`src/tc_err_defines.vh`:
```
// constants for the transparent channel error handler
//
// Contract
// [RQ1] transparent handling chosen per channel and per direction by protocol field
// [RQ2] transmit ownership underrun when host hands buffers too slowly
// [RQ3] transmit ownership underrun posts descriptor with underrun code, direction 1
// [RQ4] after transmit ownership underrun stop fetching the channel's data buffer
// [RQ5] after a transmit error never write back the buffer status descriptor
// [RQ6] after any underflow or overflow start no bus transfers for that direction
// [RQ7] after either transmit error suspend the transmit channel until reactivated
// [RQ8] host supplies device-owned descriptors, then reactivates the transmit channel
// [RQ9] transmit fifo slip when fifo empty at bit time while owning a buffer
// [RQ10] transmit fifo slip posts descriptor with slip code, direction 1
// [RQ11] after transmit fifo slip send idle code continuously on the channel
// [RQ12] receive ownership overflow when no owned buffer and fifo overflows
// [RQ13] receive ownership overflow posts underrun code, direction 0, discards fifo
// [RQ14] receive ownership overflow deactivates receive; host must reactivate
// [RQ15] receive fifo slip when bits arrive before fifo copied to owned buffer
// [RQ16] receive fifo slip posts slip code, direction 0, discards fifo
// [RQ17] after receive fifo slip suspend the receive channel
// [RQ18] receive resumes on activate, jump, or configuration table slave write
// [RQ19] host should enlarge fifo share and ease bus load after receive slips
// [RQ20] error and suspension state kept separately per channel and direction
`ifndef TC_ERR_DEFINES_VH
`define TC_ERR_DEFINES_VH
`define ERR_NONE 2'h0
`define ERR_OWNERSHIP_UNDERRUN 2'h1
`define ERR_FIFO_SLIP 2'h2
`define DIR_RX 1'h0
`define DIR_TX 1'h1
`define PROTO_TRANSPARENT 2'h3
`define DESC_W 12
`define DESC_ERR_LSB 0
`define DESC_DIR_BIT 2
`define DESC_CHAN_LSB 3
`define IDLE_CODE 8'hFF
`define CH_STATE_ACTIVE 2'h0
`define CH_STATE_SUSPENDED 2'h1
`define CH_STATE_DEACTIVATED 2'h2
`endif

```
`src/tc_err_fifo.v`:
```
// parameterised fifo holding posted interrupt descriptors
`timescale 1ns/1ps
module tc_err_fifo #(
    parameter WIDTH = 12,
    parameter DEPTH = 8,
    parameter AW = 3
) (
    input wire clk,
    input wire rst_b,
    input wire [WIDTH-1:0] in_data,
    input wire in_valid,
    output wire in_ready,
    output wire [WIDTH-1:0] out_data,
    output wire out_valid,
    input wire out_ready
);
    reg [WIDTH-1:0] mem [0:DEPTH-1];
    reg [AW-1:0] wr_ptr;
    reg [AW-1:0] rd_ptr;
    reg [AW:0] count;
    wire push;
    wire pop;

    assign in_ready = (count != DEPTH[AW:0]);
    assign out_valid = (count != {(AW+1){1'b0}});
    assign out_data = mem[rd_ptr];
    assign push = in_valid && in_ready;
    assign pop = out_valid && out_ready;

    always @(posedge clk) begin
        if (push) begin
            mem[wr_ptr] <= in_data;
        end
    end

    always @(posedge clk) begin
        if (!rst_b) begin
            wr_ptr <= {AW{1'b0}};
            rd_ptr <= {AW{1'b0}};
            count <= {(AW+1){1'b0}};
        end else begin
            if (push) begin
                wr_ptr <= (wr_ptr == DEPTH[AW-1:0] - 1'b1) ? {AW{1'b0}} : wr_ptr + 1'b1;
            end
            if (pop) begin
                rd_ptr <= (rd_ptr == DEPTH[AW-1:0] - 1'b1) ? {AW{1'b0}} : rd_ptr + 1'b1;
            end
            if (push && !pop) begin
                count <= count + 1'b1;
            end else if (pop && !push) begin
                count <= count - 1'b1;
            end
        end
    end
endmodule

```
`src/tc_err_handler.v`:
```
// per-channel transparent-mode underflow/overflow detection and channel suspension
`timescale 1ns/1ps
`include "tc_err_defines.vh"
module tc_err_handler #(
    parameter NCH = 4,
    parameter CW = 2,
    parameter QDEPTH = 8,
    parameter QAW = 3
) (
    input wire clk,
    input wire rst_b,
    input wire [2*NCH-1:0] tx_protocol,
    input wire [2*NCH-1:0] rx_protocol,
    input wire [NCH-1:0] tx_bit_time,
    input wire [NCH-1:0] tx_fifo_empty,
    input wire [NCH-1:0] tx_buffer_owned,
    input wire [NCH-1:0] rx_fifo_full,
    input wire [NCH-1:0] rx_bit_arrive,
    input wire [NCH-1:0] rx_buffer_owned,
    input wire [NCH-1:0] tx_reactivate,
    input wire [NCH-1:0] rx_activate_req,
    input wire [NCH-1:0] rx_jump_req,
    input wire [NCH-1:0] rx_cfg_write,
    output reg [NCH-1:0] tx_fetch_enable,
    output reg [NCH-1:0] tx_writeback_enable,
    output reg [NCH-1:0] tx_bus_enable,
    output reg [NCH-1:0] tx_send_idle,
    output reg [NCH-1:0] rx_bus_enable,
    output reg [NCH-1:0] rx_fifo_discard,
    output reg [NCH-1:0] tx_suspended,
    output reg [NCH-1:0] rx_suspended,
    output reg [NCH-1:0] rx_deactivated,
    output reg [`DESC_W-1:0] irq_desc,
    output reg irq_desc_valid,
    input wire irq_desc_ready,
    output reg queue_overrun
);
    // events per channel, as seen this cycle
    wire [NCH-1:0] tx_onr_ev;
    wire [NCH-1:0] tx_slip_ev;
    wire [NCH-1:0] rx_onr_ev;
    wire [NCH-1:0] rx_slip_ev;
    wire [NCH-1:0] rx_resume;
    reg [2*NCH-1:0] tx_state;
    reg [2*NCH-1:0] rx_state;
    reg [NCH-1:0] tx_pend_onr;
    reg [NCH-1:0] tx_pend_slip;
    reg [NCH-1:0] rx_pend_onr;
    reg [NCH-1:0] rx_pend_slip;
    reg [NCH-1:0] next_tx_pend_onr;
    reg [NCH-1:0] next_tx_pend_slip;
    reg [NCH-1:0] next_rx_pend_onr;
    reg [NCH-1:0] next_rx_pend_slip;
    reg [`DESC_W-1:0] post_desc;
    reg post_valid;
    reg [NCH-1:0] post_clr_tx_onr;
    reg [NCH-1:0] post_clr_tx_slip;
    reg [NCH-1:0] post_clr_rx_onr;
    reg [NCH-1:0] post_clr_rx_slip;
    wire post_ready;
    wire [`DESC_W-1:0] q_data;
    wire q_valid;
    reg q_pop;
    integer i;
    // each process walks the channels with its own loop variable
    integer t;
    integer s;
    integer p;

    function [`DESC_W-1:0] make_desc;
        input [1:0] code;
        input dir;
        input [CW-1:0] ch;
        begin
            make_desc = {`DESC_W{1'b0}};
            make_desc[`DESC_ERR_LSB +: 2] = code;
            make_desc[`DESC_DIR_BIT] = dir;
            make_desc[`DESC_CHAN_LSB +: CW] = ch;
        end
    endfunction

    function is_transparent;
        input [1:0] proto;
        begin
            is_transparent = (proto == `PROTO_TRANSPARENT);
        end
    endfunction

    genvar g;
    generate
        for (g = 0; g < NCH; g = g + 1) begin : ch
            wire tx_t = is_transparent(tx_protocol[2*g +: 2]); // [RQ1]
            wire rx_t = is_transparent(rx_protocol[2*g +: 2]); // [RQ1]
            wire tx_act = (tx_state[2*g +: 2] == `CH_STATE_ACTIVE);
            wire rx_act = (rx_state[2*g +: 2] == `CH_STATE_ACTIVE);
            wire tx_under = tx_t && tx_act && tx_bit_time[g] && tx_fifo_empty[g];
            // host-owned buffer gives ownership underrun, device-owned gives slip
            assign tx_onr_ev[g] = tx_under && !tx_buffer_owned[g]; // [RQ2]
            assign tx_slip_ev[g] = tx_under && tx_buffer_owned[g]; // [RQ9]
            assign rx_onr_ev[g] = rx_t && rx_act && rx_bit_arrive[g] && rx_fifo_full[g]
                && !rx_buffer_owned[g]; // [RQ12]
            assign rx_slip_ev[g] = rx_t && rx_act && rx_bit_arrive[g] && rx_fifo_full[g]
                && rx_buffer_owned[g]; // [RQ15]
            assign rx_resume[g] = rx_activate_req[g] || rx_jump_req[g]
                || rx_cfg_write[g]; // [RQ18]
        end
    endgenerate

    // state per channel and direction; an error on one never touches another
    always @(posedge clk) begin
        if (!rst_b) begin
            tx_state <= {NCH{`CH_STATE_ACTIVE}};
            rx_state <= {NCH{`CH_STATE_ACTIVE}};
        end else begin
            for (t = 0; t < NCH; t = t + 1) begin
                if (tx_onr_ev[t] || tx_slip_ev[t]) begin
                    tx_state[2*t +: 2] <= `CH_STATE_SUSPENDED; // [RQ7] [RQ20]
                end else if (tx_reactivate[t]) begin
                    tx_state[2*t +: 2] <= `CH_STATE_ACTIVE; // [RQ7] [RQ8]
                end
                if (rx_onr_ev[t]) begin
                    rx_state[2*t +: 2] <= `CH_STATE_DEACTIVATED; // [RQ14] [RQ20]
                end else if (rx_slip_ev[t]) begin
                    rx_state[2*t +: 2] <= `CH_STATE_SUSPENDED; // [RQ17]
                end else if (rx_resume[t]) begin
                    rx_state[2*t +: 2] <= `CH_STATE_ACTIVE; // [RQ14] [RQ18]
                end
            end
        end
    end

    // tx remembers which error stopped it, idle code only follows a slip
    reg [NCH-1:0] tx_slipped;
    always @(posedge clk) begin
        if (!rst_b) begin
            tx_slipped <= {NCH{1'b0}};
        end else begin
            for (s = 0; s < NCH; s = s + 1) begin
                if (tx_slip_ev[s]) begin
                    tx_slipped[s] <= 1'b1;
                end else if (tx_onr_ev[s] || tx_reactivate[s]) begin
                    tx_slipped[s] <= 1'b0;
                end
            end
        end
    end

    always @(posedge clk) begin
        if (!rst_b) begin
            tx_fetch_enable <= {NCH{1'b0}};
            tx_writeback_enable <= {NCH{1'b0}};
            tx_bus_enable <= {NCH{1'b0}};
            tx_send_idle <= {NCH{1'b0}};
            rx_bus_enable <= {NCH{1'b0}};
            rx_fifo_discard <= {NCH{1'b0}};
            tx_suspended <= {NCH{1'b0}};
            rx_suspended <= {NCH{1'b0}};
            rx_deactivated <= {NCH{1'b0}};
        end else begin
            for (i = 0; i < NCH; i = i + 1) begin
                // errors block immediately; the state register catches up a cycle later
                tx_fetch_enable[i] <= (tx_state[2*i +: 2] == `CH_STATE_ACTIVE)
                    && !tx_onr_ev[i] && !tx_slip_ev[i]; // [RQ4]
                tx_writeback_enable[i] <= (tx_state[2*i +: 2] == `CH_STATE_ACTIVE)
                    && !tx_onr_ev[i] && !tx_slip_ev[i]; // [RQ5]
                tx_bus_enable[i] <= (tx_state[2*i +: 2] == `CH_STATE_ACTIVE)
                    && !tx_onr_ev[i] && !tx_slip_ev[i]; // [RQ6]
                tx_send_idle[i] <= tx_slip_ev[i] || (tx_slipped[i]
                    && tx_state[2*i +: 2] != `CH_STATE_ACTIVE); // [RQ11]
                rx_bus_enable[i] <= (rx_state[2*i +: 2] == `CH_STATE_ACTIVE)
                    && !rx_onr_ev[i] && !rx_slip_ev[i]; // [RQ6]
                rx_fifo_discard[i] <= rx_onr_ev[i] || rx_slip_ev[i]; // [RQ13] [RQ16]
                tx_suspended[i] <= tx_onr_ev[i] || tx_slip_ev[i]
                    || (tx_state[2*i +: 2] == `CH_STATE_SUSPENDED && !tx_reactivate[i]);
                rx_suspended[i] <= rx_slip_ev[i]
                    || (rx_state[2*i +: 2] == `CH_STATE_SUSPENDED && !rx_resume[i]);
                rx_deactivated[i] <= rx_onr_ev[i]
                    || (rx_state[2*i +: 2] == `CH_STATE_DEACTIVATED && !rx_resume[i]);
            end
        end
    end

    // pending descriptor flags; a new event wins over the clear of the same flag
    always @* begin
        next_tx_pend_onr = (tx_pend_onr & ~post_clr_tx_onr) | tx_onr_ev;
        next_tx_pend_slip = (tx_pend_slip & ~post_clr_tx_slip) | tx_slip_ev;
        next_rx_pend_onr = (rx_pend_onr & ~post_clr_rx_onr) | rx_onr_ev;
        next_rx_pend_slip = (rx_pend_slip & ~post_clr_rx_slip) | rx_slip_ev;
    end

    always @(posedge clk) begin
        if (!rst_b) begin
            tx_pend_onr <= {NCH{1'b0}};
            tx_pend_slip <= {NCH{1'b0}};
            rx_pend_onr <= {NCH{1'b0}};
            rx_pend_slip <= {NCH{1'b0}};
        end else begin
            tx_pend_onr <= next_tx_pend_onr;
            tx_pend_slip <= next_tx_pend_slip;
            rx_pend_onr <= next_rx_pend_onr;
            rx_pend_slip <= next_rx_pend_slip;
        end
    end

    // fixed priority pick of one pending descriptor per cycle, lowest channel first
    always @* begin
        post_desc = {`DESC_W{1'b0}};
        post_valid = 1'b0;
        post_clr_tx_onr = {NCH{1'b0}};
        post_clr_tx_slip = {NCH{1'b0}};
        post_clr_rx_onr = {NCH{1'b0}};
        post_clr_rx_slip = {NCH{1'b0}};
        for (p = NCH - 1; p >= 0; p = p - 1) begin
            if (tx_pend_onr[p] || tx_pend_slip[p] || rx_pend_onr[p] || rx_pend_slip[p]) begin
                post_valid = 1'b1;
                post_clr_tx_onr = {NCH{1'b0}};
                post_clr_tx_slip = {NCH{1'b0}};
                post_clr_rx_onr = {NCH{1'b0}};
                post_clr_rx_slip = {NCH{1'b0}};
                if (tx_pend_onr[p]) begin
                    post_desc = make_desc(`ERR_OWNERSHIP_UNDERRUN, `DIR_TX,
                        p[CW-1:0]); // [RQ3]
                    post_clr_tx_onr[p] = post_ready;
                end else if (tx_pend_slip[p]) begin
                    post_desc = make_desc(`ERR_FIFO_SLIP, `DIR_TX, p[CW-1:0]); // [RQ10]
                    post_clr_tx_slip[p] = post_ready;
                end else if (rx_pend_onr[p]) begin
                    post_desc = make_desc(`ERR_OWNERSHIP_UNDERRUN, `DIR_RX,
                        p[CW-1:0]); // [RQ13]
                    post_clr_rx_onr[p] = post_ready;
                end else begin
                    post_desc = make_desc(`ERR_FIFO_SLIP, `DIR_RX, p[CW-1:0]); // [RQ16]
                    post_clr_rx_slip[p] = post_ready;
                end
            end
        end
    end

    // the queue absorbs bursts; a full queue simply holds the pending flags
    tc_err_fifo #(
        .WIDTH(`DESC_W),
        .DEPTH(QDEPTH),
        .AW(QAW)
    ) u_queue (
        .clk(clk),
        .rst_b(rst_b),
        .in_data(post_desc),
        .in_valid(post_valid),
        .in_ready(post_ready),
        .out_data(q_data),
        .out_valid(q_valid),
        .out_ready(q_pop)
    );

    // registered output stage; refills when empty or being taken
    always @* begin
        q_pop = q_valid && (!irq_desc_valid || irq_desc_ready);
    end

    always @(posedge clk) begin
        if (!rst_b) begin
            irq_desc <= {`DESC_W{1'b0}};
            irq_desc_valid <= 1'b0;
            queue_overrun <= 1'b0;
        end else begin
            if (q_pop) begin
                irq_desc <= q_data;
                irq_desc_valid <= 1'b1;
            end else if (irq_desc_ready) begin
                irq_desc_valid <= 1'b0;
            end
            // a repeat event on an already pending flag is merged, not lost silently
            queue_overrun <= |((tx_pend_onr & tx_onr_ev) | (tx_pend_slip & tx_slip_ev)
                | (rx_pend_onr & rx_onr_ev) | (rx_pend_slip & rx_slip_ev));
        end
    end
endmodule

```
`config.mk`:
```
export PLATFORM = sky130hd
export DESIGN_NAME = tc_err_handler
export DESIGN_NICKNAME = d
export VERILOG_FILES = /design/src/tc_err_fifo.v /design/src/tc_err_handler.v
export VERILOG_INCLUDE_DIRS = /design/src
export SDC_FILE = /design/constraint.sdc
export NUM_CORES = 1
export LEC_CHECK = 0
export ABC_AREA = 1
export BUFFER_PORTS_ARGS = -buffer_cell sky130_fd_sc_hd__buf_2
export CORE_MARGIN = 4
export CORE_UTILIZATION = 25
export DETAILED_ROUTE_END_ITERATION = 8
export GPL_TIMING_DRIVEN = 0
export PLACE_DENSITY = 0.46
export SYNTH_ARGS = -nofsm -noshare
export SYNTH_HDL_FRONTEND = slang
export SYNTH_SLANG_ARGS = --single-unit
```
`constraint.sdc`:
```
create_clock -name clk -period 3.3 [get_ports clk]
set_clock_uncertainty 0.1 [all_clocks]
set_input_delay 0.165 -clock clk [delete_from_list [all_inputs] [get_ports clk]]
set_output_delay 0.165 -clock clk [all_outputs]
set_load 0.01 [all_outputs]
```
==> results_dict.tcl, run 1 <==
set metrics [dict create \
    grt_pass1_wl_mm 21.5 \
    mappedNetlistArea_mm2 0.00511 \
    p_leak_nw 2.99 \
    grt-ovfl-total 0 \
    syn-mean-instance-area_um2 8.65 \
    drtIter0Drc 197 \
    grt_use_total 0.124 \
    final_cell_mix "buf_2 (106), nand2_1 (93), nor2_1 (86)" \
    path_common_cell "nand2_1" \
    max-cap-violations 0 \
    synthCells 591 \
    die_w_um 151 \
    crit_buf_inv 3 \
    h-tree-depth 4 \
    finalSetupTns_ns 0 \
    relSlewSlack 0.315 \
    dp_hpwl_mm 9.95 \
    max_stage_delay_ns 0.36 \
    period_needed_ns 2.57 \
    die_h_um 151 \
    vias 4237 \
    critPathRequiredTime_ns 3.48 \
    insertion_delay_ns 0.42 \
    setup_viol 0 \
    routed_via_density 4.15 \
    cpLargestDelayFamily "simple AND/OR/NAND/NOR gates" \
    n_fill_cell 2191 \
    num_rows 52 \
    crit_path_top_delay_cell "dfxtp_1" \
    dieArea_mm2 0.0228 \
    critPathArrivalTime_ns 2.75 \
    cts_max_path_buffers 2 \
    cts.repair.resized 0 \
    drive_gt1_frac 0.244 \
    first_global_vias 4150 \
    numCtsBuffers 17 \
    ys_warn_count 0 \
    drcViolationCount 0 \
    fmax_ghz 0.390 \
    period_share 0.778 \
    start_util 0.254 \
    cts_root_buf "clkbuf_16" \
    path_class "reg2reg" \
    hold_viol 0 \
    area_delta_synth_final_pct 31.9 \
    final_nets 805 \
    wirelength_mm 13.5 \
    grt_max_degree 17 \
    tightestPinTransition_ns 1.02 \
    hp-class "in2reg" \
    slew_viol_final 0 \
    clk_transition_reported_paths_ns 0.05 \
    portBuffers 101 \
    final_common_cell "buf_2" \
    antenna_left 0 \
    power.density_mw_per_mm2 672 \
    antenna_cells 0 \
    start_kind "flop" \
    globalplace.congestion 0.766 \
    hold_slack_ns 0.0136 \
    synth_cell_types 38 \
    status "completed" \
    ys_ff_latch 117 \
    drt_first_pass_iters 4 \
    grt_antenna_before_repair 0 \
    rsz0062_at_grt "no" \
    timing.final.ws_setup_ns 0.733 \
    cp_cell_sequence "nor2_4 > nand3_4 > nor2_4 > nand2_4 > nand2_4 > inv_2 > ha_1 > inv_1 > ha_1 > nand2_1 > inv_1 > o21ai_0 > nand2_1 > nand2_1 > nand2_1 > nand2_1 > a21oi_1" \
    place_ws_ns 0.744 \
    cp-end-kind "flop" \
    cts_sinks 117 \
    num_io_pins 109 \
    cts_tree "built" \
    ys_seq_area_frac 0.536 \
    core-area_mm2 0.0202 \
    routedWlPerCell_um 13.2 \
    ir_drop_uv 381 \
    worst-path-max-fanout 5 \
]
[worst register-to-register path, cell delays in order (launching register included)]
cell	delay [ns]
dfxtp_1	0.36
nor2_4	0.21
nand3_4	0.14
nor2_4	0.17
nand2_4	0.07
nand2_4	0.08
inv_2	0.07
ha_1	0.21
inv_1	0.14
ha_1	0.25
nand2_1	0.07
inv_1	0.03
o21ai_0	0.24
nand2_1	0.08
nand2_1	0.06
nand2_1	0.04
nand2_1	0.07
a21oi_1	0.06
[layer usage]
metal  up-vias  track usage  part of all wire
met4         0       0.0449             0.015
li1       2245            -                 -
met1      1890        0.155              0.44
met5         -            0                 0
met3        17       0.0296             0.041
met2        85        0.210              0.50
[final timing paths]
path                                        from            endpoint  slack, ns  depth (start not counted)
worst min register to register     tx_slipped[2]     tx_send_idle[2]       0.35                          2
worst max-delay path              tx_pend_onr[1]    u_queue.count[3]       0.73                         17
worst max register to register    tx_pend_onr[1]    u_queue.count[3]       0.73                         17
worst min-delay path            rx_bit_arrive[3]  rx_fifo_discard[3]       0.01                          5
[area by class of cell]
type                            count  area [um2]  share of cell area
Multi-Input combinational cell    379        1950               0.289
Inverter                           72         270              0.0400
Tap cell                          270         338              0.0501
Sequential cell                   117        2740               0.406
Buffer                             29         173              0.0256
Clock inverter                     13         104              0.0154
Clock buffer                       19         454              0.0673
Timing Repair Buffer              122         716               0.106
[cell usage after synthesis]
cell type | instances | area share
nand2_1 | 93 | 0.068
nor2_1 | 86 | 0.063
dfxtp_1 | 77 | 0.30
inv_1 | 67 | 0.049
a21oi_1 | 50 | 0.049
edfxtp_1 | 40 | 0.23
o21ai_0 | 35 | 0.034
nand4_1 | 19 | 0.023
buf_4 | 15 | 0.022
nand3_1 | 12 | 0.012
nor3_1 | 11 | 0.011
o211ai_1 | 11 | 0.016
o21ai_1 | 8 | 0.0078
ha_1 | 7 | 0.017
nor2_2 | 7 | 0.0086
nor2_4 | 6 | 0.013
buf_2 | 5 | 0.0049
inv_2 | 5 | 0.0037
buf_1 | 4 | 0.0029
clkbuf_1 | 4 | 0.0029
nor4_1 | 4 | 0.0049
a211oi_1 | 3 | 0.0044
xor2_1 | 3 | 0.0051
nand2_2 | 2 | 0.0024
nand2_4 | 2 | 0.0044
nand3b_4 | 2 | 0.0078
o31ai_1 | 2 | 0.0029
a21boi_1 | 1 | 0.0015
a21oi_2 | 1 | 0.0017
a31oi_4 | 1 | 0.0042
clkbuf_2 | 1 | 0.00098
conb_1 | 1 | 0.00073
fa_1 | 1 | 0.0039
nand3_4 | 1 | 0.0034
nand3b_1 | 1 | 0.0015
nand3b_2 | 1 | 0.0022
or2_2 | 1 | 0.0012
or2_4 | 1 | 0.0017
[through the flow]
stage                     instance area, um2  total power [mW]  cells   util
final                                   6750              4.54   1021  0.335
after global routing                    6750              4.83   1021  0.335
after CTS                               6750              4.61   1021  0.335
after detailed placement                5980              2.83    968  0.297
after global placement                  5980              2.83    968  0.297
after floorplan                         5140              2.47    597      -
[sequential cells by signal (all words and copies together), names as in the netlist, 3 cells and up]
signal,count
tx_pend_slip,4
tx_pend_onr,4
tx_slipped,4
u_queue.mem,40
tx_send_idle,4
rx_pend_slip,4
u_queue.count,4
rx_pend_onr,4
rx_state,8
tx_suspended,4
irq_desc,5
tx_state,4
tx_bus_enable,4
u_queue.rd_ptr,3
rx_fifo_discard,4
rx_bus_enable,4
rx_deactivated,4
rx_suspended,4
u_queue.wr_ptr,3
[cells by family after synthesis]
kind of cell    share of synthesized area
compound gates                      0.122
xor+xnor                          0.00514
fa+ha+maj                          0.0210
buf+inv                            0.0866
flops                               0.536
other cells                      0.000733
simple gates                        0.228
[what timing repair did]
action	in CTS	in global routing
endpoints found under the hold margin	35	0
buffers inserted	0	0
hold buffers	21	0
[power by group]
| part | total, mW | switching (mW) | internal, mW | leakage, nW |
|---|---|---|---|---|
| clock | 1.74 | 0.664 | 1.07 | 0.286 |
| combinational | 1.09 | 0.695 | 0.394 | 1.71 |
| sequential | 1.71 | 0.0844 | 1.63 | 0.998 |
(Power assumes the default switching activity.)
==> run 2, diff against run 1 <==
PLACE_DENSITY = 0.47   (was 0.46)
clock period = 2.1 ns   (was 3.3 ns; I/O delays follow)
==> results_dict.tcl, run 2 (synthesized netlist as in run 1, its figures left out) <==
set metrics [dict create \
    timing.final.ws_setup_ns -0.0383 \
    endpoint "u_queue.count[3]" \
    insertion_delay_ns 0.40 \
    die_h_um 151 \
    slew_viol_final 0 \
    core-area_mm2 0.0202 \
    cts_tree "built" \
    period_share 1.02 \
    globalplace.congestion 0.779 \
    r2r_cells 17 \
    power.density_mw_per_mm2 1060 \
    cts_max_path_buffers 2 \
    start_util 0.254 \
    antenna_left 0 \
    routed_via_density 4.22 \
    setup_viol 1 \
    ir_drop_uv 476 \
    grt-ovfl-total 0 \
    drt_first_pass_iters 4 \
    hp-class "in2reg" \
    clk_transition_reported_paths_ns 0.06 \
    area_delta_synth_final_pct 39.5 \
    routedWlPerCell_um 13.2 \
    grt_pass1_wl_mm 22.2 \
    num_rows 52 \
    hold_viol 0 \
    timing.rr.start "tx_pend_slip[2]" \
    antenna_cells 0 \
    dp_hpwl_mm 10.1 \
    h-tree-depth 4 \
    first_global_vias 4414 \
    grt_antenna_before_repair 0 \
    dpl_cell_area_mm2 0.00598 \
    worst-path-max-fanout 4 \
    p_leak_nw 3.14 \
    violations "negative setup slack" \
    final_util 0.354 \
    critPathArrivalTime_ns 2.30 \
    final_cell_mix "buf_2 (106), nand2_1 (93), nor2_1 (84)" \
    finalSetupTns_ns -0.0383 \
    top_register "u_queue.mem" \
    finalInstanceArea_mm2 0.00714 \
    status "finished with violations" \
    tightestPinTransition_ns 0.904 \
    vias 4425 \
    period_needed_ns 2.14 \
    final_nets 833 \
    grt_max_degree 17 \
    cp-end-kind "flop" \
    die_w_um 151 \
    top_regs "u_queue.mem (40), rx_state (8), irq_desc (5)" \
    final_common_cell "buf_2" \
    worstSetupStartpoint "tx_pend_slip[2]" \
    grt_use_total 0.125 \
    max-cap-violations 0 \
    drive_gt1_frac 0.275 \
    critPathRequiredTime_ns 2.26 \
    cts_root_buf "clkbuf_16" \
    num_io_pins 109 \
    numCtsBuffers 17 \
    portBuffers 101 \
    path_class "reg2reg" \
    reg2reg_to "u_queue.count[3]" \
    largest_reg_flops 40 \
    drcViolationCount 0 \
    wirelength_mm 13.8 \
    cts_sinks 117 \
    dieArea_mm2 0.0228 \
    rrSetupSlack_ns -0.04 \
    rsz0062_at_grt "yes" \
    drtIter0Drc 166 \
    relSlewSlack 0.393 \
    start_kind "flop" \
    fmax_ghz 0.468 \
]
[run 2: cell types whose count changed in the layout (fill, tap and decap cells not counted), sizes merged]
| cell | before | now |
|---|---|---|
| buf | 125 | 140 |
| bufinv | 1 | 2 |
| clkbuf | 24 | 29 |
| clkinv | 9 | 2 |
| clkinvlp | 0 | 3 |
| dlygate4sd3 | 21 | 34 |
| inv | 75 | 72 |
[run 2: worst min-delay path by stage]
stage / from / end / slack (ns) / depth (start not counted)
after floorplan: tx_buffer_owned[0] / tx_pend_onr[0] / 0.16 / 3
after global placement: tx_reactivate[2] / tx_slipped[2] / 0.30 / 4
after detailed placement: tx_reactivate[2] / tx_slipped[2] / 0.31 / 4
after CTS: rx_bit_arrive[0] / rx_fifo_discard[0] / 0.001 / 5
after global routing: rx_protocol[1] / rx_fifo_discard[0] / 0.04 / 5
final: rx_bit_arrive[0] / rx_fifo_discard[0] / 0.01 / 5
[run 2: repair_timing]
action / 4_1_cts / 5_1_grt
pin swaps: 15 / 10
setup endpoints to repair: 11 / 12
hold buffers: 34 / 0
hold endpoints to repair: 50 / 0
gates resized for setup: 12 / 12
buffers inserted: 13 / 2
[run 2: metal layers]
layer  vias up  wire, um  track usage  part of all wire
met5         -         0            0                 0
met4         0       265       0.0403             0.019
met3        23       511       0.0305             0.037
met2        91      6910        0.220              0.50
met1      2011      6110        0.150              0.44
li1       2300         -            -                 -
[run 2: stage by stage]
| step | power (mW) | instances | setup slack [ns] | hold WS (ns) |
|---|---|---|---|---|
| after CTS | 7.65 | 1046 | -0.0686 | 0.00142 |
| after global placement | 4.46 | 968 | -0.280 | 0.301 |
| after global routing | 8.04 | 1048 | -0.136 | 0.0426 |
| after detailed placement | 4.47 | 968 | -0.305 | 0.311 |
| final | 7.59 | 1048 | -0.0383 | 0.0127 |
| after floorplan | 3.90 | 597 | 0.00842 | 0.157 |
[run 2: cell type report]
type                    count  area [um2]
fillers                  2164       13000
repair buffers            150         958
well taps                 270         338
multi-input cells         379        2010
clock buffers              24         524
inverters                  72         280
flip-flops and latches    117        2760
plain buffers              29         173
clock inverters             7        92.6
[run 2: where the power goes]
part	total, mW	switching (mW)	leakage, nW	internal, mW
Sequential	2.71	0.152	1.00	2.56
Combinational	1.91	1.15	1.85	0.766
Clock	2.96	0.991	0.295	1.97
Total	7.59	2.29	3.14	5.30
[run 2: worst max-delay path, stage by stage, from the launching register on]
cell	delay, ns
dfxtp_4	0.36
nor2_4	0.13
nand3b_4	0.11
nor2_4	0.16
nand2_4	0.06
nand2_4	0.08
inv_6	0.04
ha_4	0.16
inv_4	0.07
ha_4	0.19
nand2_1	0.06
inv_1	0.04
o21ai_2	0.15
nand2_1	0.07
nand2_1	0.06
nand2_1	0.04
nand2_1	0.06
a21oi_1	0.06
==> run 3, diff against run 2 <==
ABC_AREA = 0   (was 1)
==> results_dict.tcl, run 3 <==
set metrics [dict create \
    area_delta_synth_final_pct 40.2 \
    insertion_delay_ns 0.41 \
    critPathArrivalTime_ns 2.84 \
    switching_share 0.278 \
    ys_ff_latch 117 \
    finalSetupTns_ns -3.17 \
    p_comb_frac 0.224 \
    grt_antenna_before_repair 0 \
    rrSetupSlack_ns -0.51 \
    timing.final.ws_setup_ns -0.508 \
    top_register "u_queue.mem" \
    drt_first_pass_iters 4 \
    cts_root_buf "clkbuf_16" \
    wirelength_mm 12.1 \
    power.density_mw_per_mm2 1040 \
    cp-end-kind "flop" \
    start_util 0.254 \
    hold_start "rx_protocol[5]" \
    status "finished with violations" \
    cts_tree "built" \
    synth_top_area_cell "dfxtp_1" \
    p_sw_mw 2.00 \
    hp-class "in2reg" \
    drcViolationCount 0 \
    top_regs "u_queue.mem (40), rx_state (8), irq_desc (5)" \
    ys_warn_count 0 \
    final-instance-count-excl-fill 869 \
    hold_viol 0 \
    die_h_um 149 \
    clkPwrFrac 0.404 \
    yosys.area.top_type_share 0.311 \
    grt_use_met3 0.0308 \
    sequentialPowerShare 0.372 \
    met2_usage 0.205 \
    top_usage_layer "met2" \
    finalInstanceArea_mm2 0.00694 \
    antenna_left 0 \
    setup_viol 19 \
    dp_hpwl_mm 8.90 \
    routedWlPerCell_um 13.9 \
    place_ws_ns -0.652 \
    r2r_cells 11 \
    core-area_mm2 0.0195 \
    first_global_vias 3913 \
    grt_pass1_wl_mm 19.7 \
    globalplace.congestion 0.715 \
    relSlewSlack 0.565 \
    syn-mean-instance-area_um2 11.6 \
    ys_top_cells_by_count "dfxtp_1 (77), edfxtp_1 (40), nand2_1 (34), nor2b_1 (21), a21boi_0 (20)" \
    synth_cell_types 55 \
    p_total_mw 7.22 \
    whs_path_depth 5 \
    period_share 1.24 \
    met1_usage 0.130 \
    period_needed_ns 2.61 \
    synth-edff-count 40 \
    crit_path_top_delay_cell "or4_4" \
    h-tree-depth 4 \
    ys.flop_type "dfxtp_1" \
    routed_via_density 4.36 \
    dieArea_mm2 0.0221 \
    cp_cell_sequence "or4_4 > nor2_4 > a31oi_4 > ha_4 > inv_4 > ha_4 > a21o_1 > a21oi_2 > xnor2_1 > or3_1 > a21boi_1" \
    mappedNetlistArea_mm2 0.00495 \
    grt-ovfl-total 0 \
    final_cell_mix "buf_2 (101), dfxtp_1 (71), edfxtp_1 (40)" \
    synthCells 425 \
    timing.rr.start "tx_pend_slip[3]" \
    max_stage_delay_ns 0.53 \
    grt_max_degree 17 \
    dp_cells 796 \
    rsz0062_at_grt "yes" \
    num_rows 51 \
    drive_gt1_frac 0.367 \
    num_io_pins 109 \
    violations "negative setup slack" \
    start_kind "flop" \
    worst-path-max-fanout 6 \
    synth_area_leaders "dfxtp_1 (31%), edfxtp_1 (24%), mux4_2 (4.5%), a21boi_0 (3.0%), nor2b_1 (2.7%)" \
    path_common_cell "ha_4" \
    slew_viol_final 0 \
    grt_use_total 0.112 \
    synthArstFlopShare 0 \
    n_fill_cell 1967 \
    dpl_cell_area_mm2 0.00585 \
    path_class "reg2reg" \
    clk_transition_reported_paths_ns 0.06 \
    cts_max_path_buffers 2 \
    ys_seq_area_frac 0.554 \
    fmax_ghz 0.383 \
    final_common_cell "buf_2" \
    p_leak_nw 2.75 \
    cts_sinks 117 \
    vias 3788 \
    final_nets 657 \
    reg2reg_to "u_queue.count[3]" \
    min_to "rx_state[5]" \
    post-synth-top-count-cell "dfxtp_1" \
    die_w_um 149 \
    ir_drop_uv 514 \
    portBuffers 100 \
    p_int_mw 5.21 \
    largest_reg_flops 40 \
    max-cap-violations 0 \
    numCtsBuffers 17 \
    drtIter0Drc 221 \
    tightestPinTransition_ns 0.653 \
    critPathRequiredTime_ns 2.34 \
]
run 3: changes by cell type after synthesis, moves of 11 or more:
| cell | change |
|---|---|
| nand2_1 | -59 |
| o211ai_1 | -11 |
| inv_1 | -58 |
| a21boi_0 | +20 |
| nor2_1 | -67 |
| o21ai_0 | -21 |
| nor2b_1 | +21 |
| nand4_1 | -13 |
| a21oi_1 | -35 |
run 3: worst max-delay path by stage:
| stage | startpoint | endpoint | slack, ns | depth (start not counted) |
|---|---|---|---|---|
| finish | tx_pend_slip[3] | u_queue.count[3] | -0.51 | 11 |
| global route | rx_pend_slip[3] | u_queue.count[3] | -0.62 | 11 |
| CTS | tx_pend_onr[2] | u_queue.count[3] | -0.53 | 11 |
| detailed placement | u_queue.count[1] | u_queue.count[3] | -0.65 | 11 |
| global placement | u_queue.count[1] | u_queue.count[3] | -0.59 | 11 |
| floorplan | tx_pend_slip[3] | u_queue.count[3] | -0.50 | 11 |
run 3: repair_timing:
| action | 4_1_cts | 5_1_grt |
|---|---|---|
| setup buffers | 9 | 5 |
| setup endpoints to repair | 21 | 61 |
| hold endpoints to repair | 39 | 0 |
| hold buffers | 26 | 0 |
| gates resized for setup | 16 | 14 |
| pin swaps | 8 | 6 |
run 3: power by group through the flow:
stage                     clock, mW  combinational [mW]  sequential (mW)
after global placement            0                1.42             2.72
final                          2.91                1.62             2.69
after global routing           3.08                1.79             2.72
after detailed placement          0                1.46             2.72
after floorplan                   0               0.999             2.73
after CTS                      2.97                1.63             2.69
run 3: layout make-up:
class                   instances  area [um2]  area share
flip-flops and latches        117        2760       0.397
diodes                          1        2.50    0.000360
multi-input cells             277        2160       0.312
inverters                       9        36.3     0.00523
repair buffers                140         886       0.128
well taps                     265         332      0.0478
plain buffers                  28         170      0.0245
clock buffers                  19         455      0.0656
clock inverters                13         143      0.0205
run 3: logic make-up after synthesis:
kind of cell,Yosys count,share of synthesized area
AOI/OAI and AO/OA,90,0.127
xor gates and xnor gates,3,0.00531
adders and majority gates,8,0.0217
buffers and inverters,37,0.0412
DFF,117,0.554
muxes,23,0.0725
other,1,0.000757
and+or+nand+nor,146,0.178
run 3: metrics by stage:
step | util | hold slack (ns)
2_1_floorplan | - | 0.157
3_3_place_gp | 0.301 | 0.307
3_5_place_dp | 0.301 | 0.305
4_1_cts | 0.352 | 0.0173
5_1_grt | 0.357 | 0.0521
6_report | 0.357 | 0.0300
run 3: routing by layer:
layer	part of all wire	vias to the layer above
li1	-	1878
met1	0.42	1815
met2	0.53	86
met3	0.040	9
met4	0.0068	0
met5	0	-
run 3: critical path, delay by kind of cell, from the launching register on:
| kind | cells | cell delay, ns |
|---|---|---|
| AO/OA/AOI/OAI | 4 | 0.53 |
| XOR/XNOR | 1 | 0.09 |
| adder cells (fa/ha/maj) | 2 | 0.40 |
| buffers and inverters | 1 | 0.06 |
| flip-flops | 1 | 0.36 |
| AND/OR/NAND/NOR | 3 | 1.00 |
